**src/core/tws_pkg.sv**
```systemverilog
// constants, register map and state codes of the two-wire slave engine
package tws_pkg;

    // register byte offsets on the bus
    localparam logic [7:0] OFF_CTRL = 8'h00;
    localparam logic [7:0] OFF_CMD  = 8'h04;
    localparam logic [7:0] OFF_STAT = 8'h08;
    localparam logic [7:0] OFF_ADDR = 8'h0c;
    localparam logic [7:0] OFF_DATA = 8'h10;

    // control register fields
    localparam int unsigned CTRL_EN     = 3;
    localparam int unsigned CTRL_STOPEN = 2;
    localparam int unsigned CTRL_ALL    = 1;

    // command register fields
    localparam int unsigned CMD_ACK = 2;
    localparam int unsigned CMD_HI  = 1;
    localparam int unsigned CMD_LO  = 0;

    // status register fields
    localparam int unsigned STAT_DF  = 7;
    localparam int unsigned STAT_AF  = 6;
    localparam int unsigned STAT_CH  = 5;
    localparam int unsigned STAT_RA  = 4;
    localparam int unsigned STAT_COL = 3;
    localparam int unsigned STAT_BE  = 2;
    localparam int unsigned STAT_DIR = 1;
    localparam int unsigned STAT_AS  = 0;

    // address register fields
    localparam int unsigned ADDR_GC = 0;

    // reset values
    localparam logic [7:0] CTRL_RST = 8'h00;
    localparam logic [7:0] ADDR_RST = 8'h00;
    localparam logic [7:0] DATA_RST = 8'h00;

    // command codes
    localparam logic [1:0] CMD_DONE = 2'h2;
    localparam logic [1:0] CMD_NEXT = 2'h3;

    // general call address
    localparam logic [6:0] GC_ADDR = 7'h00;

    // engine states
    typedef enum logic [2:0] {
        ST_IDLE = 3'b000,
        ST_ADDR = 3'b001,
        ST_HOLD = 3'b010,
        ST_ACK  = 3'b011,
        ST_RX   = 3'b100,
        ST_TXW  = 3'b101,
        ST_TX   = 3'b110,
        ST_TACK = 3'b111
    } tws_state_e;

endpackage

```
**src/core/tws_linemon.sv**
```systemverilog
// line synchronisers and bus condition detector
`timescale 1ns/1ps
`default_nettype none

module tws_linemon (
    input  wire logic clk,
    input  wire logic rst_n,
    input  wire logic scl_pin,
    input  wire logic sda_pin,
    output logic      scl_s,
    output logic      sda_s,
    output logic      scl_rise,
    output logic      scl_fall,
    output logic      start_det,
    output logic      stop_det
);

    logic scl_m;
    logic sda_m;
    logic scl_d;
    logic sda_d;

    ////////////////////////////////////////////////////////////////////////
    // two flops per line; bus idles high so reset to one
    always_ff @(posedge clk or negedge rst_n) begin
        if (!rst_n) begin
            scl_m <= 1'b1;
            sda_m <= 1'b1;
            scl_s <= 1'b1;
            sda_s <= 1'b1;
        end else begin
            scl_m <= scl_pin;
            sda_m <= sda_pin;
            scl_s <= scl_m;
            sda_s <= sda_m;
        end
    end

    // third stage only for edge finding, never the metastable one
    always_ff @(posedge clk or negedge rst_n) begin
        if (!rst_n) begin
            scl_d <= 1'b1;
            sda_d <= 1'b1;
        end else begin
            scl_d <= scl_s;
            sda_d <= sda_s;
        end
    end

    ////////////////////////////////////////////////////////////////////////
    // sda moving while scl stays high marks start or stop
    assign scl_rise  = scl_s & ~scl_d;
    assign scl_fall  = ~scl_s & scl_d;
    assign start_det = scl_s & scl_d & sda_d & ~sda_s;
    assign stop_det  = scl_s & scl_d & ~sda_d & sda_s;

endmodule // tws_linemon

`default_nettype wire

```
**src/core/tws_slave.sv**
```systemverilog
// two-wire slave engine with its register file on an ahb-lite slave
`timescale 1ns/1ps
`default_nettype none

// Behaviour
// - start seen while asleep holds scl low until wake-up ends
// - scl is only pulled low after it has been seen low
// - clock stretched before the ack bit of a received byte, after it for a read address or sent byte
// - no bus timeout; a stalled bus waits for software
// - separate data and address/stop flags, polled by software
// - status shows received ack, clock hold, collision, bus error, direction
// - either event flag pending holds scl low until serviced
// - accept-all mode matches every address
// - address compared after start; match stretched for software, mismatch left released
// - address/stop flag set on own address match or general call
// - stop straight after start flags a bus error
// - direction flag keeps the read/write bit of the address
// - read address: stretch; ack sets data flag, refusal waits for start
// - write address: stretch; ack expects data, refusal waits for start
// - collision sets flag, drops data/ack drive, frees scl, awaits start
// - stop sets address/stop flag marked as stop, not address
// - each received byte sets data flag and is acked or refused
// - loading data register starts transmit; master refusal ends it
// - a command write frees scl and clears hold and event flags
// - stop sets address/stop flag only when stop events enabled
// - sda changes only while scl is low
module tws_slave (
    input  wire logic        hclk,
    input  wire logic        hresetn,
    input  wire logic        hsel,
    input  wire logic [31:0] haddr,
    input  wire logic [1:0]  htrans,
    input  wire logic        hwrite,
    input  wire logic [2:0]  hsize,
    input  wire logic [31:0] hwdata,
    input  wire logic        hready,
    output logic      [31:0] hrdata,
    output logic             hreadyout,
    output logic             hresp,
    input  wire logic        scl_i,
    output logic             scl_o,
    output logic             scl_oe_n,
    input  wire logic        sda_i,
    output logic             sda_o,
    output logic             sda_oe_n,
    input  wire logic        sleeping
);

    tws_pkg::tws_state_e state_q;

    logic       scl_s;
    logic       sda_s;
    logic       scl_rise;
    logic       scl_fall;
    logic       start_det;
    logic       stop_det;
    logic       wsel_q;
    logic [7:0] wadr_q;
    logic [7:0] rd_q;
    logic [7:0] ctrl_q;
    logic [7:0] own_q;
    logic [7:0] txd_q;
    logic [7:0] rxd_q;
    logic       ack_act_q;
    logic       dflag_q;
    logic       aflag_q;
    logic       coll_q;
    logic       berr_q;
    logic       dir_q;
    logic       as_addr_q;
    logic       rnack_q;
    logic       wake_q;
    logic       drv_q;
    logic       sda_drv_q;
    logic [7:0] sh_q;
    logic [2:0] cnt_q;
    logic       is_addr_q;
    logic       pend_q;
    logic [1:0] cmd_q;
    logic       tx_pend_q;
    logic [7:0] in_byte;
    logic       en;
    logic       wr_ctrl;
    logic       wr_cmd;
    logic       wr_stat;
    logic       wr_addr;
    logic       wr_data;
    logic       cmd_go;
    logic       ev_start;
    logic       ev_stop;
    logic       ev_berr;
    logic       ev_addr;
    logic       ev_rx;
    logic       ev_tack;
    logic       ev_coll;
    logic       ev_ackend;
    logic       hold_req;
    logic       last_rise;

    // address compare, also used for the captured address byte
    function automatic logic addr_hit(input logic [7:0] b, input logic [7:0] own,
                                      input logic all);
        addr_hit = all | (b[7:1] == own[7:1]) |
                   (own[tws_pkg::ADDR_GC] & (b[7:1] == tws_pkg::GC_ADDR));
    endfunction

    // read mux, shared by every readable offset
    function automatic logic [7:0] rd_mux(input logic [7:0] a, input logic [7:0] ctrl,
                                          input logic [7:0] stat, input logic [7:0] own,
                                          input logic [7:0] rxd, input logic ack);
        case (a)
            tws_pkg::OFF_CTRL: rd_mux = ctrl;
            tws_pkg::OFF_CMD:  rd_mux = {5'h00, ack, 2'h0};
            tws_pkg::OFF_STAT: rd_mux = stat;
            tws_pkg::OFF_ADDR: rd_mux = own;
            tws_pkg::OFF_DATA: rd_mux = rxd;
            default:           rd_mux = 8'h00;
        endcase
    endfunction

    ////////////////////////////////////////////////////////////////////////
    // pin synchronisers and start/stop detection
    tws_linemon u_linemon (
        .clk       (hclk),
        .rst_n     (hresetn),
        .scl_pin   (scl_i),
        .sda_pin   (sda_i),
        .scl_s     (scl_s),
        .sda_s     (sda_s),
        .scl_rise  (scl_rise),
        .scl_fall  (scl_fall),
        .start_det (start_det),
        .stop_det  (stop_det)
    );

    ////////////////////////////////////////////////////////////////////////
    // ahb-lite slave: zero wait states, always okay
    assign hreadyout = 1'b1;
    assign hresp     = 1'b0;
    assign hrdata    = {24'h000000, rd_q};

    // latch the write address phase; reads are fetched in the address phase
    always_ff @(posedge hclk or negedge hresetn) begin
        if (!hresetn) begin
            wsel_q <= 1'b0;
            wadr_q <= 8'h00;
            rd_q   <= 8'h00;
        end else begin
            wsel_q <= hsel & hready & htrans[1] & hwrite;
            wadr_q <= haddr[7:0];
            if (hsel & hready & htrans[1] & ~hwrite) begin
                rd_q <= rd_mux(haddr[7:0], ctrl_q,
                               {dflag_q, aflag_q, drv_q, rnack_q,
                                coll_q, berr_q, dir_q, as_addr_q},
                               own_q, rxd_q, ack_act_q);
            end else begin
                rd_q <= 8'h00;
            end
        end
    end

    assign wr_ctrl = wsel_q & (wadr_q == tws_pkg::OFF_CTRL);
    assign wr_cmd  = wsel_q & (wadr_q == tws_pkg::OFF_CMD);
    assign wr_stat = wsel_q & (wadr_q == tws_pkg::OFF_STAT);
    assign wr_addr = wsel_q & (wadr_q == tws_pkg::OFF_ADDR);
    assign wr_data = wsel_q & (wadr_q == tws_pkg::OFF_DATA);
    assign cmd_go  = wr_cmd & hwdata[tws_pkg::CMD_HI];
    assign en      = ctrl_q[tws_pkg::CTRL_EN];

    // software-written settings steering the engine
    always_ff @(posedge hclk or negedge hresetn) begin
        if (!hresetn) begin
            ctrl_q    <= tws_pkg::CTRL_RST;
            own_q     <= tws_pkg::ADDR_RST;
            txd_q     <= tws_pkg::DATA_RST;
            ack_act_q <= 1'b0;
        end else begin
            if (wr_ctrl) begin
                ctrl_q <= {4'h0, hwdata[3:1], 1'b0};
            end
            if (wr_addr) begin
                own_q <= hwdata[7:0];
            end
            if (wr_data) begin
                txd_q <= hwdata[7:0];
            end
            if (wr_cmd) begin
                ack_act_q <= hwdata[tws_pkg::CMD_ACK]; // ack action lands in the same cycle as the command
            end
        end
    end

    ////////////////////////////////////////////////////////////////////////
    // bus events seen by the engine
    assign in_byte   = {sh_q[6:0], sda_s};
    assign last_rise = scl_rise & (cnt_q == 3'h7);
    assign ev_start  = en & start_det;
    assign ev_stop   = en & stop_det;
    assign ev_berr   = ev_stop & (state_q == tws_pkg::ST_ADDR) & (cnt_q <= 3'h1);
    assign ev_addr   = (state_q == tws_pkg::ST_ADDR) & last_rise &
                       addr_hit(in_byte, own_q, ctrl_q[tws_pkg::CTRL_ALL]);
    assign ev_rx     = (state_q == tws_pkg::ST_RX) & last_rise;
    assign ev_tack   = (state_q == tws_pkg::ST_TACK) & scl_rise & ~sda_s;
    assign ev_ackend = (state_q == tws_pkg::ST_ACK) & scl_fall;
    // released sda found low while we meant high or a refusal
    assign ev_coll   = ((state_q == tws_pkg::ST_TX) | (state_q == tws_pkg::ST_ACK)) &
                       scl_rise & ~sda_drv_q & ~sda_s;

    ////////////////////////////////////////////////////////////////////////
    // data event flag: hardware set wins over any clear in the same cycle
    always_ff @(posedge hclk or negedge hresetn) begin
        if (!hresetn) begin
            dflag_q <= 1'b0;
        end else if (ev_rx | ev_tack |
                     (ev_ackend & (cmd_q == tws_pkg::CMD_NEXT) & dir_q & is_addr_q &
                      ~ack_act_q)) begin
            dflag_q <= 1'b1;
        end else if (cmd_go | ev_coll | (wr_stat & hwdata[tws_pkg::STAT_DF]) |
                     (wr_data & (state_q == tws_pkg::ST_TXW))) begin
            dflag_q <= 1'b0;
        end
    end

    // address/stop flag with its address-or-stop marker
    always_ff @(posedge hclk or negedge hresetn) begin
        if (!hresetn) begin
            aflag_q   <= 1'b0;
            as_addr_q <= 1'b0;
        end else if (ev_addr) begin
            aflag_q   <= 1'b1;
            as_addr_q <= 1'b1;
        end else if (ev_stop & ~ev_berr & ctrl_q[tws_pkg::CTRL_STOPEN]) begin
            aflag_q   <= 1'b1;
            as_addr_q <= 1'b0;
        end else if (cmd_go | ev_coll | (wr_stat & hwdata[tws_pkg::STAT_AF])) begin
            aflag_q   <= 1'b0;
        end
    end

    // error and status indications for polling
    always_ff @(posedge hclk or negedge hresetn) begin
        if (!hresetn) begin
            coll_q  <= 1'b0;
            berr_q  <= 1'b0;
            dir_q   <= 1'b0;
            rnack_q <= 1'b0;
        end else begin
            if (ev_coll) begin
                coll_q <= 1'b1;
            end else if (wr_stat & hwdata[tws_pkg::STAT_COL]) begin
                coll_q <= 1'b0;
            end
            if (ev_berr) begin
                berr_q <= 1'b1;
            end else if (wr_stat & hwdata[tws_pkg::STAT_BE]) begin
                berr_q <= 1'b0;
            end
            if (ev_addr) begin
                dir_q <= in_byte[0];
            end
            if ((state_q == tws_pkg::ST_TACK) & scl_rise) begin
                rnack_q <= sda_s;
            end
        end
    end

    ////////////////////////////////////////////////////////////////////////
    // wake-up stretch: ends only when the sleep indication drops
    always_ff @(posedge hclk or negedge hresetn) begin
        if (!hresetn) begin
            wake_q <= 1'b0;
        end else if (ev_start & sleeping) begin
            wake_q <= 1'b1;
        end else if (!sleeping) begin
            wake_q <= 1'b0;
        end
    end

    // scl hold: start pulling only once the line is already low
    assign hold_req = dflag_q | aflag_q | wake_q | tx_pend_q |
                      (state_q == tws_pkg::ST_HOLD);
    always_ff @(posedge hclk or negedge hresetn) begin
        if (!hresetn) begin
            drv_q <= 1'b0;
        end else begin
            drv_q <= hold_req & (drv_q | ~scl_s);
        end
    end

    ////////////////////////////////////////////////////////////////////////
    // command latch; applied only while scl is low so sda cannot glitch
    always_ff @(posedge hclk or negedge hresetn) begin
        if (!hresetn) begin
            pend_q    <= 1'b0;
            cmd_q     <= 2'h0;
            tx_pend_q <= 1'b0;
        end else begin
            if (cmd_go) begin
                pend_q <= 1'b1;
                cmd_q  <= hwdata[tws_pkg::CMD_HI:tws_pkg::CMD_LO];
            end else if (ev_start | ((state_q != tws_pkg::ST_HOLD) &
                                      (state_q != tws_pkg::ST_TXW)) | ~scl_s) begin
                pend_q <= 1'b0;
            end
            if (wr_data & (state_q == tws_pkg::ST_TXW)) begin
                tx_pend_q <= 1'b1;
            end else if (state_q != tws_pkg::ST_TXW) begin
                tx_pend_q <= 1'b0;
            end
        end
    end

    ////////////////////////////////////////////////////////////////////////
    // byte engine; no bus timeout, a stalled master leaves it waiting
    always_ff @(posedge hclk or negedge hresetn) begin
        if (!hresetn) begin
            state_q   <= tws_pkg::ST_IDLE;
            sh_q      <= 8'h00;
            cnt_q     <= 3'h0;
            sda_drv_q <= 1'b0;
            is_addr_q <= 1'b0;
            rxd_q     <= 8'h00;
        end else if (!en) begin
            state_q   <= tws_pkg::ST_IDLE;
            sda_drv_q <= 1'b0;
        end else if (ev_start) begin
            state_q   <= tws_pkg::ST_ADDR; // repeated start accepted anywhere
            cnt_q     <= 3'h0;
            sda_drv_q <= 1'b0;
        end else if (ev_stop | ev_coll) begin
            state_q   <= tws_pkg::ST_IDLE;
            sda_drv_q <= 1'b0;
        end else begin
            case (state_q)
                tws_pkg::ST_IDLE: begin
                    sda_drv_q <= 1'b0;
                end
                tws_pkg::ST_ADDR, tws_pkg::ST_RX: begin
                    if (scl_rise) begin
                        sh_q  <= in_byte;
                        cnt_q <= cnt_q + 3'h1;
                    end
                    if (last_rise) begin
                        is_addr_q <= (state_q == tws_pkg::ST_ADDR);
                        rxd_q     <= in_byte;
                        if ((state_q == tws_pkg::ST_RX) | ev_addr) begin
                            state_q <= tws_pkg::ST_HOLD;
                        end else begin
                            state_q <= tws_pkg::ST_IDLE;
                        end
                    end
                end
                tws_pkg::ST_HOLD: begin
                    if (pend_q & ~scl_s) begin
                        if (is_addr_q & dir_q & (cmd_q == tws_pkg::CMD_DONE)) begin
                            state_q <= tws_pkg::ST_IDLE;
                        end else if (cmd_q[1]) begin
                            state_q   <= tws_pkg::ST_ACK;
                            sda_drv_q <= ~ack_act_q;
                        end
                    end
                end
                tws_pkg::ST_ACK: begin
                    if (scl_fall) begin
                        sda_drv_q <= 1'b0;
                        cnt_q     <= 3'h0;
                        if (ack_act_q | (cmd_q == tws_pkg::CMD_DONE)) begin
                            state_q <= tws_pkg::ST_IDLE;
                        end else if (is_addr_q & dir_q) begin
                            state_q <= tws_pkg::ST_TXW;
                        end else begin
                            state_q <= tws_pkg::ST_RX;
                        end
                    end
                end
                tws_pkg::ST_TXW: begin
                    if (pend_q & ~scl_s & (cmd_q == tws_pkg::CMD_DONE)) begin
                        state_q <= tws_pkg::ST_IDLE;
                    end else if (tx_pend_q & ~scl_s) begin
                        state_q   <= tws_pkg::ST_TX;
                        sh_q      <= txd_q;
                        sda_drv_q <= ~txd_q[7];
                        cnt_q     <= 3'h0;
                    end
                end
                tws_pkg::ST_TX: begin
                    if (scl_fall) begin
                        if (cnt_q == 3'h7) begin
                            state_q   <= tws_pkg::ST_TACK;
                            sda_drv_q <= 1'b0;
                        end else begin
                            sh_q      <= {sh_q[6:0], 1'b0};
                            sda_drv_q <= ~sh_q[6];
                            cnt_q     <= cnt_q + 3'h1;
                        end
                    end
                end
                tws_pkg::ST_TACK: begin
                    if (scl_rise) begin
                        state_q <= sda_s ? tws_pkg::ST_IDLE : tws_pkg::ST_TXW;
                    end
                end
                default: begin
                    state_q <= tws_pkg::ST_IDLE;
                end
            endcase
        end
    end

    ////////////////////////////////////////////////////////////////////////
    // open-drain pins: only ever pull low, enable low while pulling
    assign scl_o    = 1'b0;
    assign sda_o    = 1'b0;
    assign scl_oe_n = ~drv_q;
    assign sda_oe_n = ~sda_drv_q;

endmodule // tws_slave

`default_nettype wire

```
**config.mk**
```make
export PLATFORM = sky130hd
export DESIGN_NAME = tws_slave
export DESIGN_NICKNAME = d
export VERILOG_FILES = /design/src/core/tws_pkg.sv /design/src/core/tws_linemon.sv /design/src/core/tws_slave.sv
export SDC_FILE = /design/constraint.sdc
export NUM_CORES = 1
export LEC_CHECK = 0
export ABC_AREA = 1
export BUFFER_PORTS_ARGS = -buffer_cell sky130_fd_sc_hd__buf_4
export CORE_MARGIN = 8
export CORE_UTILIZATION = 56
export DETAILED_ROUTE_END_ITERATION = 8
export PLACE_DENSITY = 0.85
export SLEW_MARGIN = 20
export SYNTH_ARGS = -nofsm -noshare
export SYNTH_HDL_FRONTEND = slang
export SYNTH_SLANG_ARGS = --single-unit
```
**constraint.sdc**
```tcl
create_clock -name hclk -period 3.9 [get_ports hclk]
set_input_delay 0.78 -clock hclk [delete_from_list [all_inputs] [get_ports hclk]]
set_output_delay 0.78 -clock hclk [all_outputs]
set_load 0.01 [all_outputs]
```
==> run summary <==
Status = finished clean
Die Area = 10520 um2
Number of buffer and inverter instances along the worst setup path = 2
Initial antenna violation count = 0
Leakage = 2.251 nW
Count leader, synth = nand2_1
Pwr dens = 374.3 nW/um2
Worst Min Path Start = u_linemon.sda_m
Setup TNS = 0 ns
ANT cells = 0
Routed via count = 3583
Worst skew pair latency = 0.36 ns
Met1 Usage GRT = 27.32%
Post-synth ARST share = 100.0%
Top Usage Layer GRT = met2
Crit path required time = 4.17 ns
Hold endpoint = u_linemon.sda_s
# H-tree levels = 3
Crit path max fanout = 8
Post-synth EDFFs = 0
Arr. time, crit path = 2.40 ns
Crit start category = primary input
Post-layout min period = 2.128 ns
Setup crit end kind = flop
# IOs = 115
Final setup fails = 0
Gr usage total = 20.91%
Max incr delay on CP = 0.38 ns
Critical path type = primary input to flop
Drt drc = 0
Core Region = 7253 um2
Syn_area_per_cell = 7.888 um2
Number of global-route vias before repair = 3586
Per-cell routed wire length = 15.10 um
Most common flop cell mapped by yosys = dfrtp_1
Worst slew pin tran = 0.9548 ns
Clock tree buffer depth = 2
Post-DRT Antenna Nets = 0
Clock Sinks = 79
Worst R2R End = sh_q[1]
Gp weighted congestion = 0.9176
CTS Hold Bufs = 0
Hold Slack = 0.3582 ns
Row count = 31
Final net count = 648
Largest net degree at the start of global routing = 80
Delay-heaviest family, CP = simple AND/OR/NAND/NOR gates
Worst reg2reg startpoint = cnt_q[0]
CTS resizes = 0
Routing usage on met3 = 3.579%
Post-synthesis sequential area ratio = 47.29%
Yosys top cell area share = 43.53%
Share of cells above drive strength 1 = 13.79%
DR pass1 iterations = 5
Reg area = 1984 um2
Slowest CP cell = nor2_1
GRT Residual Overflow = 0
Die Height = 102.6 um
VDD IR max = 0.0002658 V
Synth area leaders = dfrtp_1, nand2_1, nor2_1
Global-route wire length before repair = 16.84 mm
Synth Warn # = 0
Clock-pin transition on the worst setup and hold timing paths = 0.08 ns
Port bufs = 34
CP Depth = 8
Number of placed cells counting well taps = 656
Hold Vio Cnt, Final = 0
Post-DP Area = 4407 um2
Worst Hold Class = flop to flop
Max Clk Rate = 469.9 MHz
R2R setup slack = 1.98 ns
Synth top cells by count = nand2_1, dfrtp_1, nor2_1
Cell taking the most area after synthesis = dfrtp_1
Root buf cell = clkbuf_8
Seq cells post-synth = 79
Post-synthesis cell type count = 42
Width of the die = 102.6 um
Multi-input logic area = 1797 um2
Non-filler cells, final = 672
Crit-path cells = buf_4 -> nor2_1 -> nand3_1 -> nor2_1 -> inv_2 -> nand4_1 -> nand2_1 -> a21oi_1
Total CTS buffers = 9
Crit-path most repeated cell = nor2_1
Fin crit share = 54.57%
R2R cell count = 9
Util after Layout = 63.53%
Unrepaired setup endpoints after global routing = false
Synth Cell Area = 4197 um2
Layout Area Growth over Synthesis = 9.809%
Fillers = 651
Post-CTS Setup Bufs = 0
Met2 GRT Util = 33.27%
Slew headroom = 36.35%
Hold path depth = 0
HPWL after DPL = 7.597 mm
Final Max Slew Viols = 0
Maxcap violations = 0
CTS tree = yes
Finished layout cell area = 4608 um2
Initial Utilization = 57.86%
Syn Inst Count = 532
Iter 0 DRT Violations = 269
Vias per cell = 5.332
Setup Skew = 0.01036 ns
Total routed wirelength = 10.15 mm
==> layer usage <==
layer / share of wire, % / wire, um
met1: 44 / 4424
met5: 0 / 0
met3: 8.4 / 850
met4: 2.0 / 206
met2: 46 / 4666
==> worst max-delay path by stage <==
| stage | start | endpoint | slack [ns] |
|---|---|---|---|
| finish | haddr[1] | rd_q[3] | 1.77 |
| global route | haddr[1] | rd_q[3] | 1.60 |
| detailed placement | haddr[1] | rd_q[3] | 1.46 |
| global placement | haddr[1] | rd_q[3] | 1.51 |
| floorplan | haddr[1] | rd_q[6] | 2.08 |
| CTS | haddr[1] | rd_q[3] | 1.82 |
==> layout by cell type (no fill, tap or decap), types with 4 or more instances in the layout <==
cell type / synthesis / layout
o21ai_0: 29 / 29
nor3_1: 4 / 4
buf_4: 31 / 34
nand3_1: 30 / 30
o211ai_1: 4 / 4
inv_1: 58 / 58
o21ai_1: 22 / 22
clkbuf_8: 0 / 11
inv_2: 5 / 5
o22ai_1: 4 / 4
nand2_1: 130 / 130
a21oi_1: 22 / 22
dfrtp_1: 73 / 73
nand4_1: 6 / 6
dfstp_2: 6 / 6
conb_1: 2 / 28
nor2_1: 66 / 66
nor2_2: 5 / 5
==> final cells by class <==
cell class,count,area share [%]
tap,99,2.688
clock buffer,14,3.530
multi-input combinational,379,38.99
inverter,65,5.349
sequential,79,43.06
clock inverter,2,0.8417
timing repair buffer,34,5.539
==> stage by stage <==
stage,setup WS (ns),total power [mW]
2_1_floorplan,2.080,1.054
6_report,1.772,1.725
3_3_place_gp,1.508,1.098
3_5_place_dp,1.457,1.112
5_1_grt,1.604,1.795
4_1_cts,1.818,1.732
==> report_power, final <==
part | internal (mW) | total (mW) | switching (mW)
registers | 0.859 | 0.895 | 0.0361
clock network | 0.333 | 0.627 | 0.294
logic | 0.0713 | 0.203 | 0.132
total | 1.26 | 1.72 | 0.462
==> flip-flops by register name (all words and copies together), names as in the netlist, 2 cells and up <==
signal,cells
ctrl_q,3
cmd_q,2
own_q,8
wadr_q,8
txd_q,8
rd_q,8
cnt_q,3
rxd_q,8
state_q,3
sh_q,7
==> cells by family after synthesis <==
kind of cell	share of synthesized area, %
simple gates	27.67
buf+inv	12.22
compound gates	11.33
flops	47.29
fa+ha+maj	0.8945
xor+xnor	0.4175
other cells	0.1790
(Power assumes the default switching activity.)
